$ cat src/scpm_pkg.sv
// Package with constants and types of the system clock and power mode controller.
package scpm_pkg;
   localparam logic [31:0] MODE_REG_OFS   = 32'h0000_0000;
   localparam logic [31:0] OSC_REG_OFS    = 32'h0000_0004;
   localparam logic [31:0] STATUS_REG_OFS = 32'h0000_0008;
   localparam logic [31:0] HALT_REG_OFS   = 32'h0000_000C;
   localparam int SEL_LSB       = 5;
   localparam int SEL_W         = 3;
   localparam int HS_KEEP_BIT   = 1;
   localparam int LS_KEEP_BIT   = 0;
   localparam int HS_EN_BIT     = 0;
   localparam int HALT_BIT      = 0;
   localparam int WAKE_BIT      = 1;
   localparam logic [2:0] SEL_RST     = 3'h0;
   localparam logic [2:0] SEL_SUB     = 3'h7;
   localparam logic [2:0] SEL_MAX_DIV = 3'h6;
   localparam logic       KEEP_RST    = 1'b0;
   localparam logic       HS_EN_RST   = 1'b1;
   localparam int DIV_W = 6;
   localparam logic [1:0] HTRANS_NONSEQ = 2'h2;
   localparam logic [1:0] HTRANS_SEQ    = 2'h3;

   typedef enum logic [2:0]
   {
      MODE_FAST,
      MODE_SLOW,
      MODE_SLEEP,
      MODE_LOWCLK_STANDBY,
      MODE_DUALCLK_STANDBY,
      MODE_HICLK_STANDBY
   } scpm_mode_e;

   typedef struct packed
   {
      logic cpu_run;
      logic high_clock_en;
      logic sub_clock_en;
      logic slow_rc_osc_en;
      logic fast_rc_osc_en;
   } scpm_clk_en_s;
endpackage

$ cat src/scpm_clk_div.sv
// Divider chain of the high clock producing the one-cycle system clock tick.
`timescale 1ns/1ps
module scpm_clk_div
#(
   parameter int DIV_W = 6
)
(
   input  wire logic       i_clk,
   input  wire logic       i_arst_n,
   input  wire logic       i_ce,
   input  wire logic       i_run,
   input  wire logic [2:0] i_ratio_log2,
   output logic            o_tick
);
   logic [DIV_W-1:0] cnt_q;
   logic [DIV_W-1:0] mask;
   logic             tick_q;
   wire  logic       wrap;

   // The mask keeps only the low ratio_log2 bits, so a count wraps at 2**ratio.
   assign mask = DIV_W'((7'h01 << i_ratio_log2) - 7'h01);
   assign wrap = ((cnt_q & mask) == mask);
   assign o_tick = tick_q;

   always_ff @(posedge i_clk or negedge i_arst_n)
   begin
      if (!i_arst_n)
      begin
         cnt_q  <= '0;
         tick_q <= 1'b0;
      end
      else if (i_ce)
      begin
         cnt_q  <= (i_run && !wrap) ? DIV_W'(cnt_q + 1'b1) : '0;
         tick_q <= i_run && wrap;
      end
   end
endmodule

$ cat src/scpm_ctrl.sv
// System clock selection and power operating mode controller with an AHB-Lite slave.
//
// Contract
// - The system clock comes from the high clock or the sub clock by the select field.
// - Divided high clocks from divide by 2 to divide by 64 are offered as system clock.
// - Full speed run uses the fast oscillator divided by 1 to 64 for codes 000 to 110.
// - Low speed run, code 111, runs the CPU from the sub clock of the slow oscillator.
// - Moving from high clock to sub clock stops the fast oscillator only when its enable bit is low.
// - In low speed run the high clock follows its oscillator enable bit.
// - The CPU runs only in the two run modes and is off in sleep and in all three standby modes.
// - Halt with both keep bits low enters sleep, stopping CPU and sub clock.
// - The slow oscillator keeps running in sleep for the watchdog.
// - Halt with high keep low and low keep high enters low-clock standby.
// - Halt with both keep bits high enters dual-clock standby with both oscillators.
// - Halt with high keep high and low keep low enters high-clock standby.
// - Code 000 is the undivided high clock, 001 to 110 divide by 2 to 64, 111 is sub.
`timescale 1ns/1ps
module scpm_ctrl
(
   input  wire logic                  i_clk,
   input  wire logic                  i_arst_n,
   input  wire logic                  i_ce,
   input  wire logic                  i_sub_clock_tick,
   input  wire logic                  i_halt,
   input  wire logic                  i_wake,
   input  wire logic                  hsel,
   input  wire logic [31:0]           haddr,
   input  wire logic [1:0]            htrans,
   input  wire logic                  hwrite,
   input  wire logic [2:0]            hsize,
   input  wire logic [31:0]           hwdata,
   input  wire logic                  hready,
   output logic [31:0]                hrdata,
   output logic                       hreadyout,
   output logic                       hresp,
   output logic                       o_sys_tick,
   output scpm_pkg::scpm_clk_en_s     o_clk_en,
   output scpm_pkg::scpm_mode_e       o_mode
);
   logic [2:0]           sel_q;
   logic                 hs_keep_q;
   logic                 ls_keep_q;
   logic                 hs_en_q;
   logic                 halt_keep_hs_q;
   logic                 halt_keep_ls_q;
   logic                 sw_halt_q;
   logic                 sw_wake_q;
   scpm_pkg::scpm_mode_e mode_q;
   scpm_pkg::scpm_mode_e mode_d;
   scpm_pkg::scpm_clk_en_s en_d;
   scpm_pkg::scpm_clk_en_s en_q;
   logic [31:0]          hrdata_q;
   logic                 wr_pend_q;
   logic [31:0]          wr_addr_q;
   logic                 hs_tick;

   wire logic       bus_req  = hsel && hready && (htrans == scpm_pkg::HTRANS_NONSEQ ||
                                                  htrans == scpm_pkg::HTRANS_SEQ);
   wire logic       rd_req   = bus_req && !hwrite;
   wire logic       wr_req   = bus_req && hwrite;
   wire logic       wr_mode  = wr_pend_q && (wr_addr_q == scpm_pkg::MODE_REG_OFS);
   wire logic       wr_osc   = wr_pend_q && (wr_addr_q == scpm_pkg::OSC_REG_OFS);
   wire logic       wr_halt  = wr_pend_q && (wr_addr_q == scpm_pkg::HALT_REG_OFS);
   wire logic [2:0] wr_sel   = hwdata[scpm_pkg::SEL_LSB +: scpm_pkg::SEL_W];
   wire logic       halt_req = i_halt || sw_halt_q;
   wire logic       wake_req = i_wake || sw_wake_q;
   wire logic       running  = (mode_q == scpm_pkg::MODE_FAST) ||
                               (mode_q == scpm_pkg::MODE_SLOW);
   wire logic       use_sub  = (sel_q == scpm_pkg::SEL_SUB);
   wire logic [2:0] ratio    = use_sub ? 3'h0 : sel_q;
   wire logic [31:0] rd_mode = {24'h000000, sel_q, 3'h0, hs_keep_q, ls_keep_q};
   wire logic [31:0] rd_osc  = {31'h0, hs_en_q};
   wire logic [31:0] rd_stat = {24'h000000, en_q, mode_q};
   wire logic [31:0] rd_mux  =
      (haddr == scpm_pkg::MODE_REG_OFS)   ? rd_mode :
      (haddr == scpm_pkg::OSC_REG_OFS)    ? rd_osc  :
      (haddr == scpm_pkg::STATUS_REG_OFS) ? rd_stat : 32'h0000_0000;

   assign hreadyout = 1'b1;
   assign hresp     = 1'b0;
   assign hrdata    = hrdata_q;
   assign o_mode    = mode_q;
   assign o_clk_en  = en_q;
   // A standby mode has no CPU clock, so the tick is also gated by the cpu run flag.
   // The source follows the registered mode, so the tick never disagrees with o_mode.
   assign o_sys_tick = en_q.cpu_run &&
                       ((mode_q == scpm_pkg::MODE_SLOW) ? i_sub_clock_tick : hs_tick);

   scpm_clk_div #(.DIV_W(scpm_pkg::DIV_W)) u_div
   (
      .i_clk        (i_clk),
      .i_arst_n     (i_arst_n),
      .i_ce         (i_ce),
      .i_run        (en_q.high_clock_en),
      .i_ratio_log2 (ratio),
      .o_tick       (hs_tick)
   );

   // Write data arrives one cycle after the address phase, hence the pending write.
   always_ff @(posedge i_clk or negedge i_arst_n)
   begin
      if (!i_arst_n)
      begin
         wr_pend_q <= 1'b0;
         wr_addr_q <= 32'h0000_0000;
         hrdata_q  <= 32'h0000_0000;
      end
      else if (i_ce)
      begin
         wr_pend_q <= wr_req;
         wr_addr_q <= wr_req ? haddr : wr_addr_q;
         hrdata_q  <= rd_req ? rd_mux : 32'h0000_0000;
      end
   end

   always_ff @(posedge i_clk or negedge i_arst_n)
   begin
      if (!i_arst_n)
      begin
         sel_q     <= scpm_pkg::SEL_RST;
         hs_keep_q <= scpm_pkg::KEEP_RST;
         ls_keep_q <= scpm_pkg::KEEP_RST;
         hs_en_q   <= scpm_pkg::HS_EN_RST;
      end
      else if (i_ce)
      begin
         if (wr_mode)
         begin
            sel_q     <= wr_sel;
            hs_keep_q <= hwdata[scpm_pkg::HS_KEEP_BIT];
            ls_keep_q <= hwdata[scpm_pkg::LS_KEEP_BIT];
         end
         if (wr_osc)
         begin
            hs_en_q <= hwdata[scpm_pkg::HS_EN_BIT];
         end
      end
   end

   // Software halt and wake requests are one-cycle strobes from the halt register.
   always_ff @(posedge i_clk or negedge i_arst_n)
   begin
      if (!i_arst_n)
      begin
         sw_halt_q <= 1'b0;
         sw_wake_q <= 1'b0;
      end
      else if (i_ce)
      begin
         sw_halt_q <= wr_halt && hwdata[scpm_pkg::HALT_BIT];
         sw_wake_q <= wr_halt && hwdata[scpm_pkg::WAKE_BIT];
      end
   end

   // Keep bits are copied only at the halt so later writes cannot disturb standby.
   always_ff @(posedge i_clk or negedge i_arst_n)
   begin
      if (!i_arst_n)
      begin
         halt_keep_hs_q <= 1'b0;
         halt_keep_ls_q <= 1'b0;
      end
      else if (i_ce && running && halt_req)
      begin
         halt_keep_hs_q <= hs_keep_q;
         halt_keep_ls_q <= ls_keep_q;
      end
   end

   always_comb
   begin
      mode_d = mode_q;
      case (mode_q)
         scpm_pkg::MODE_FAST,
         scpm_pkg::MODE_SLOW:
         begin
            if (halt_req)
            begin
               case ({hs_keep_q, ls_keep_q})
                  2'b00:   mode_d = scpm_pkg::MODE_SLEEP;
                  2'b01:   mode_d = scpm_pkg::MODE_LOWCLK_STANDBY;
                  2'b11:   mode_d = scpm_pkg::MODE_DUALCLK_STANDBY;
                  default: mode_d = scpm_pkg::MODE_HICLK_STANDBY;
               endcase
            end
            else
            begin
               mode_d = use_sub ? scpm_pkg::MODE_SLOW : scpm_pkg::MODE_FAST;
            end
         end
         scpm_pkg::MODE_SLEEP,
         scpm_pkg::MODE_LOWCLK_STANDBY,
         scpm_pkg::MODE_DUALCLK_STANDBY,
         scpm_pkg::MODE_HICLK_STANDBY:
         begin
            if (wake_req)
            begin
               mode_d = use_sub ? scpm_pkg::MODE_SLOW : scpm_pkg::MODE_FAST;
            end
         end
         default: mode_d = scpm_pkg::MODE_FAST;
      endcase
   end

   always_comb
   begin
      en_d = '0;
      en_d.slow_rc_osc_en = 1'b1;
      case (mode_d)
         scpm_pkg::MODE_FAST:
         begin
            en_d.cpu_run        = 1'b1;
            en_d.fast_rc_osc_en = 1'b1;
            en_d.high_clock_en  = 1'b1;
            en_d.sub_clock_en   = 1'b1;
         end
         scpm_pkg::MODE_SLOW:
         begin
            en_d.cpu_run        = 1'b1;
            en_d.fast_rc_osc_en = hs_en_q;
            en_d.high_clock_en  = hs_en_q;
            en_d.sub_clock_en   = 1'b1;
         end
         scpm_pkg::MODE_SLEEP:
         begin
            en_d.sub_clock_en = 1'b0;
         end
         scpm_pkg::MODE_LOWCLK_STANDBY:
         begin
            en_d.sub_clock_en = 1'b1;
         end
         scpm_pkg::MODE_DUALCLK_STANDBY:
         begin
            en_d.fast_rc_osc_en = 1'b1;
            en_d.high_clock_en  = 1'b1;
            en_d.sub_clock_en   = 1'b1;
         end
         scpm_pkg::MODE_HICLK_STANDBY:
         begin
            en_d.fast_rc_osc_en = 1'b1;
            en_d.high_clock_en  = 1'b1;
         end
         default: en_d.cpu_run = 1'b1;
      endcase
   end

   // The new select takes effect one cycle after the write; is the software's wait.
   always_ff @(posedge i_clk or negedge i_arst_n)
   begin
      if (!i_arst_n)
      begin
         mode_q <= scpm_pkg::MODE_FAST;
         en_q   <= 5'h1F;
      end
      else if (i_ce)
      begin
         mode_q <= mode_d;
         en_q   <= en_d;
      end
   end
endmodule

$ cat config.mk
export PLATFORM = sky130hd
export DESIGN_NAME = scpm_ctrl
export DESIGN_NICKNAME = d
export VERILOG_FILES = /design/src/scpm_pkg.sv /design/src/scpm_clk_div.sv /design/src/scpm_ctrl.sv
export SDC_FILE = /design/constraint.sdc
export NUM_CORES = 1
export LEC_CHECK = 0
export BUFFER_PORTS_ARGS = -buffer_cell sky130_fd_sc_hd__buf_2
export CORE_ASPECT_RATIO = 1.1
export CORE_MARGIN = 8
export CORE_UTILIZATION = 44
export DETAILED_ROUTE_END_ITERATION = 8
export MAX_ROUTING_LAYER = met4
export PLACE_DENSITY_LB_ADDON = 0.25
export REMOVE_ABC_BUFFERS = 1
export SYNTH_ARGS = -nofsm -noshare
export SYNTH_HDL_FRONTEND = slang
export SYNTH_SLANG_ARGS = --single-unit
$ cat constraint.sdc
create_clock -name i_clk -period 1.6 [get_ports i_clk]
set_input_delay 0.08 -clock i_clk [delete_from_list [all_inputs] [get_ports i_clk]]
set_output_delay 0.08 -clock i_clk [all_outputs]
set_load 0.02 [all_outputs]
# Word level (Yosys, flattened, before mapping)
# Index checks and enable logic that the tools add are counted.
# W data, S select, Z words.
[word_totals] reg_bits=86 in_bits=78 elab_cells=84
[classes] addsub=2 n_eq_ne=20 shifts=1 mux=15 bitwise_logic=1 reduce_logical=30
[op_table] cell="$eq A32 B3 Y1 const B" n=2
[op_table] cell="$eq A32 B4 Y1 const B" n=2
[op_table] cell="$logic_not A32 Y1" n=2
[op_table] cell="$mux W8" n=4
[op_table] cell="$eq A3 B3 Y1 const B" n=5
[op_table] cell="$eq A3 B2 Y1 const B" n=4
[op_table] cell="$logic_and A1 B1 Y1" n=12
[op_table] cell="$reduce_or A4 Y1" n=3
[op_table] cell="$mux W3" n=3
[op_table] cell="$pmux W3 S3" n=1
[op_table] cell="$add A6 B1 Y6 const B" n=1
[op_table] cell="$and A6 B6 Y6" n=1
[op_table] cell="$eq A2 B2 Y1 const B" n=3
[op_table] cell="$eq A3 B1 Y1 const B" n=2
[op_table] cell="$eq A6 B6 Y1" n=1
[op_table] cell="$logic_not A3 Y1" n=2
[op_table] cell="$mux W6" n=1
[op_table] cell="$pmux W3 S2" n=1
[op_table] cell="$reduce_and A2 Y1" n=3
[op_table] cell="$shl A1 B3 Y6 const A" n=1
[op_table] cell="$sub A6 B1 Y6 const B" n=1
[op_table] cell="$mux W1" n=4
[op_table] cell="$logic_or A1 B1 Y1" n=3
[op_table] cell="$reduce_or A3 Y1" n=1
[op_table] cell="other kinds (5)" n=6

# Longest topological paths before layout
[depth] ltp_word=9 depth_mapped=8

# By module
# A second synthesis with hierarchy kept.
[unflattened] hier_cells=285 hier_area_um2=3239.4
[modules_own_cells] module="scpm_ctrl" instances=1 cells_per_inst=236 area_per_inst_um2=2783.9 seq_area_each_um2=1381.3
[modules_own_cells] module="scpm_clk_div" instances=1 cells_per_inst=49 area_per_inst_um2=455.4 seq_area_each_um2=175.2

# Worst setup path after synthesis
# No wires, ideal clock.
[synth_timing] path_type="flip-flop to flip-flop" from="register mode_q[1] (netlist: o_mode[1])" to="register en_q (netlist bit o_clk_en[2])" t_arrival_ps=1764 t_required_ps=1520 setup_slack_ps=-244 stages_incl_launch_ff=7 n_path_buf=0 synth_period_minus_slack_ps=1844 cell_sequence="dfrtp_1 -> inv_1 -> ha_1 -> nor3b_1 -> a222oi_1 -> nand3_1 -> o221a_2"
[synth_between] elab_chain_len=6 word_cells_on_any_way=16 cone_classes="eq/ne: 8; mux: 3; reduce/logical: 5"
[synth_rtl] element="start, declared" line="scpm_ctrl.sv:48" text="scpm_pkg::scpm_mode_e mode_q;"
[synth_rtl] element="start signal, assigned" line="scpm_ctrl.sv:252" text="mode_q <= scpm_pkg::MODE_FAST;"
[synth_rtl] element="start signal, assigned" line="scpm_ctrl.sv:257" text="mode_q <= mode_d;"
[synth_rtl] element="$eq A3 B2 Y1, or another cell as far along" line="scpm_ctrl.sv:173" text="case (mode_q)"
[synth_rtl] element="$reduce_or A4 Y1 or $reduce_or A2 Y1 (tied branches)" line="scpm_ctrl.sv:173"
[synth_rtl] element="$pmux W3 S2 *" line="scpm_ctrl.sv:173"
[synth_rtl] element="$eq A3 B3 Y1, or another cell as far along" line="scpm_ctrl.sv:209" text="case (mode_d)"
[synth_rtl] element="$reduce_or A4 Y1 (no line) *"
[synth_rtl] element="$mux W1 *" line="scpm_ctrl.sv:209"
[synth_rtl] element="end signal, assigned" line="scpm_ctrl.sv:258" text="en_q <= en_d;"
[synth_rtl] element="end, declared" line="scpm_ctrl.sv:51" text="scpm_pkg::scpm_clk_en_s en_q;"
# Mark *: on every way between the ends. The rest lies on a longest branch, timed or not.
# A chain may end at the register's enable or synchronous reset.

# Final worst setup path
[layout_timing] from="register wr_addr_q[17]" to="register sel_q[2]"
[layout_between] elab_chain_len=3
[layout_rtl] element="start, declared" line="scpm_ctrl.sv:54" text="logic [31:0] wr_addr_q;"
[layout_rtl] element="start signal, assigned" line="scpm_ctrl.sv:111" text="wr_addr_q <= wr_req ? haddr : wr_addr_q;"
[layout_rtl] element="$logic_not A32 Y1" line="scpm_ctrl.sv:61" text="wire logic wr_mode = wr_pend_q && (wr_addr_q == scpm_pkg::MODE_REG_OFS);"
[layout_rtl] element="$logic_and A1 B1 Y1" line="scpm_ctrl.sv:61"
[layout_rtl] element="$reduce_and A2 Y1 (no line)"
[layout_rtl] element="end signal, assigned" line="scpm_ctrl.sv:120" text="sel_q <= scpm_pkg::SEL_RST;"
[layout_rtl] element="end signal, assigned" line="scpm_ctrl.sv:129" text="sel_q <= wr_sel;"
[layout_rtl] element="end, declared" line="scpm_ctrl.sv:40" text="logic [2:0] sel_q;"
# No other way between the ends.

==> metrics.txt <==
status finished, violations left; failing checks setup timing; drt total wl 7930 um; clk_skew 0.0134 ns; Net count, final 490; combinational power share 0.282; Worst Hold End wr_addr_q[23]$_DFFE_PN0P_; max cap viols 0; CTS buffer count 9; #FFs+latches synth 62; Int Pwr 3.23 mW; fin crit period between 1.5 and 2 ns; Clock transition at path regs 0.07 ns; post-synth cell types 44; uppermost routed layer met4; worst setup margin -0.269 ns; sw frac 0.316; Commonest cells post-synth dfrtp_1, mux2_2, buf_4; Reg area roughly 1600 um2; Max Freq between 500 and 600 MHz; DRT iter0 DRCs 52; RSZ-0062 raised after global routing true; ratio of cells with drive above 1 in the final layout 0.443; Filler Cell Count 581; RePlAce Congestion 0.797; Die X 97.4 um; count leader, synth dfrtp_1; startpoint types flip-flop; Synth Flop Type dfrtp_1; Fin. Hold Viols 0; Post-Layout Cell Count 494; GRT Resource Usage Total 0.162; Placed Cells 445; Final setup viols 14; first-pass GRT wire length about 13000 um; crit path cell chain nor4_2 > nand4_1 > nor3_2 > nor3b_4 > mux2_4; Tightest Hold Check Type in2reg; CTS tree done; grt ovf 0; area occupied by multi-input gates 1610 um2; Yosys top cell area share 0.452; Placeable Area 7050 um2; Leak Pwr 2.06 nW; Post-Synthesis Cells 281; Detailed Routing Iterations Pass 1 4; R2R depth 5; Yosys top cell by area dfrtp_1; fraction of the cycle the final worst path needs 1.17; WS Path Type reg2reg; initial antenna violation count 0; ant diodes 0; hpwl dp 5700 um; port bufs a little over 60; CTS max path bufs 2; Hold Startpoint haddr[23]; drt wl/cell 16.0 um; Hold Path Depth 2; Root Driver clkbuf_8; DP Area 3720 um2; Die Area 10300 um2; overall power 4.73 mW; Clock Latency Late Sink roughly 0.34 ns; met3 wire length 371 um; Post-Layout Inst Area about 4400 um2; setup_tns -2.00 ns; Slowest cell on crit path dfrtp_1; drc violations 0; initial core utilization 0.455; PD cells 1070 nW/um2; Max Slew Vio Count 0; DR vias 2524; routed wl met2 3930 um; Crit Reg-Reg Startpoint wr_addr_q[17]$_DFFE_PN0P_; R2R Setup Slk -0.27 ns; die height 106 um; Avg Cell Area, Syn around 11 um2; Critical Path RT 1.82 ns; top cells by area, synth dfrtp_1, mux2_2, buf_4; clk sink count 62; row count 32; Yosys warning total 0; Final ANT Viol Nets 0; vias in the first global route roughly 2800; reg2reg end sel_q[2]$_DFFE_PN0P_; Clock power frac 0.259; Layout Area Growth over Synthesis 37.1%; Syn Std Cell Area approximately 3200 um2; Ports approximately 120; Worst EP arrival 2.09 ns; vias per inst 5.11; Net Switching 1.49 mW; largest net degree at the start of global routing 63; Post-synth EDFFs 0; Metal-1 WL 3460 um; Largest stage delay, worst path ~0.39 ns; Sequential Power Share 0.458; VDD IR-drop max 0.620 mV; crit-path max FO 4; sequential fraction of the synthesis area 0.485; ys async rst share 1.00; H-tree depth 3; Worst setup EP type flip-flop
sequential cells by signal, indices dropped and copies added (netlist names):
name and count:
hs_en_q 1, sel_q 3, u_div.o_tick 1, hrdata 8, hs_keep_q 1, sw_wake_q 1
sw_halt_q 1, u_div.cnt_q 6, wr_addr_q 32, o_mode 3, wr_pend_q 1, ls_keep_q 1
o_clk_en 3
power groups by stage:
stage	Sequential [mW]	Clock [mW]	Combinational (mW)
3_5_place_dp	2.16	0	1.09
4_1_cts	2.15	1.27	1.27
3_3_place_gp	2.15	0	1.06
2_1_floorplan	2.14	0	0.641
6_report	2.17	1.22	1.33
5_1_grt	2.21	1.33	1.47
metal layers:
metal  vias up  global-route usage
li1       1208                   -
met2        66               0.265
met3        11              0.0438
met5         -                   -
met4         0              0.0715
met1      1239               0.183
through the flow:
stage / utilization / hold WS [ns] / worst slack, ns
2_1_floorplan: - / -0.216 / -0.244
3_3_place_gp: 0.527 / 0.113 / -0.180
3_5_place_dp: 0.527 / 0.120 / -0.261
4_1_cts: 0.612 / 0.000181 / -0.261
5_1_grt: 0.624 / 0.00488 / -0.422
6_report: 0.624 / 0.0126 / -0.269
worst max-delay path by stage:
stage	slack [ns]	depth (start not counted)	from	to
finish	-0.27	5	wr_addr_q[17]$_DFFE_PN0P_	sel_q[2]$_DFFE_PN0P_
global route	-0.42	6	wr_addr_q[17]$_DFFE_PN0P_	ls_keep_q$_DFFE_PN0P_
CTS	-0.26	5	wr_addr_q[9]$_DFFE_PN0P_	sel_q[0]$_DFFE_PN0P_
detailed placement	-0.26	5	wr_addr_q[9]$_DFFE_PN0P_	sel_q[2]$_DFFE_PN0P_
global placement	-0.18	5	wr_addr_q[13]$_DFFE_PN0P_	sel_q[0]$_DFFE_PN0P_
floorplan	-0.24	6	o_mode[1]$_DFFE_PN0P_	o_clk_en[2]$_DFFE_PN1P_
critical path: cells and delay by family, from the launching register on:
kind	cells	cell delay, ns
DFF	1	0.39
muxes	1	0.33
and+or+nand+nor	4	1.02
area by class of cell:
class                           instances  area share
Clock inverter                          1     0.00114
Tap cell                               85      0.0242
Inverter                               14      0.0120
Clock buffer                           15      0.0378
Sequential cell                        62       0.355
Multi-Input combinational cell        191       0.366
Timing Repair Buffer                  126       0.204
layout by cell type (no fill, tap or decap), types with 3 or more instances in the layout:
cell type / Yosys / routed
mux2i_1: 9 / 9
conb_1: 2 / 27
clkbuf_1: 5 / 4
o2bb2ai_1: 16 / 9
o21ai_0: 10 / 7
dfrtp_2: 0 / 3
a21oi_1: 3 / 3
buf_2: 4 / 62
nand3_1: 8 / 6
nand3b_1: 3 / 3
mux2_2: 32 / 31
dfstp_2: 4 / 4
mux2_4: 3 / 4
inv_1: 14 / 12
o2bb2ai_2: 0 / 7
nand4_1: 4 / 4
clkbuf_8: 0 / 11
nor3_1: 5 / 3
ha_1: 8 / 6
nor4_1: 11 / 10
nand2_1: 14 / 13
nor2_1: 10 / 9
dfrtp_1: 58 / 55
dlygate4sd3_1: 0 / 29
buf_4: 29 / 31
repair_timing:
item,4_1_cts,5_1_grt
resized for setup,27,12
buffers inserted,7,4
hold endpoints to repair,86,0
hold buffers,29,0
pin swaps,15,9
setup endpoints to repair,18,26
kinds of logic (layout without fill, tap and decap cells):
| kind of cell | after synthesis | count (layout) | share of synthesized area |
|---|---|---|---|
| AOI/OAI and AO/OA | 41 | 41 | 0.0959 |
| xor gates and xnor gates | 2 | 2 | 0.00546 |
| adders and majority gates | 8 | 8 | 0.0312 |
| buffers and inverters | 53 | 156 | 0.0975 |
| DFF | 62 | 62 | 0.485 |
| muxes | 44 | 44 | 0.154 |
| other | 2 | 27 | 0.00234 |
| and+or+nand+nor | 69 | 69 | 0.128 |
(Power assumes the default switching activity.)
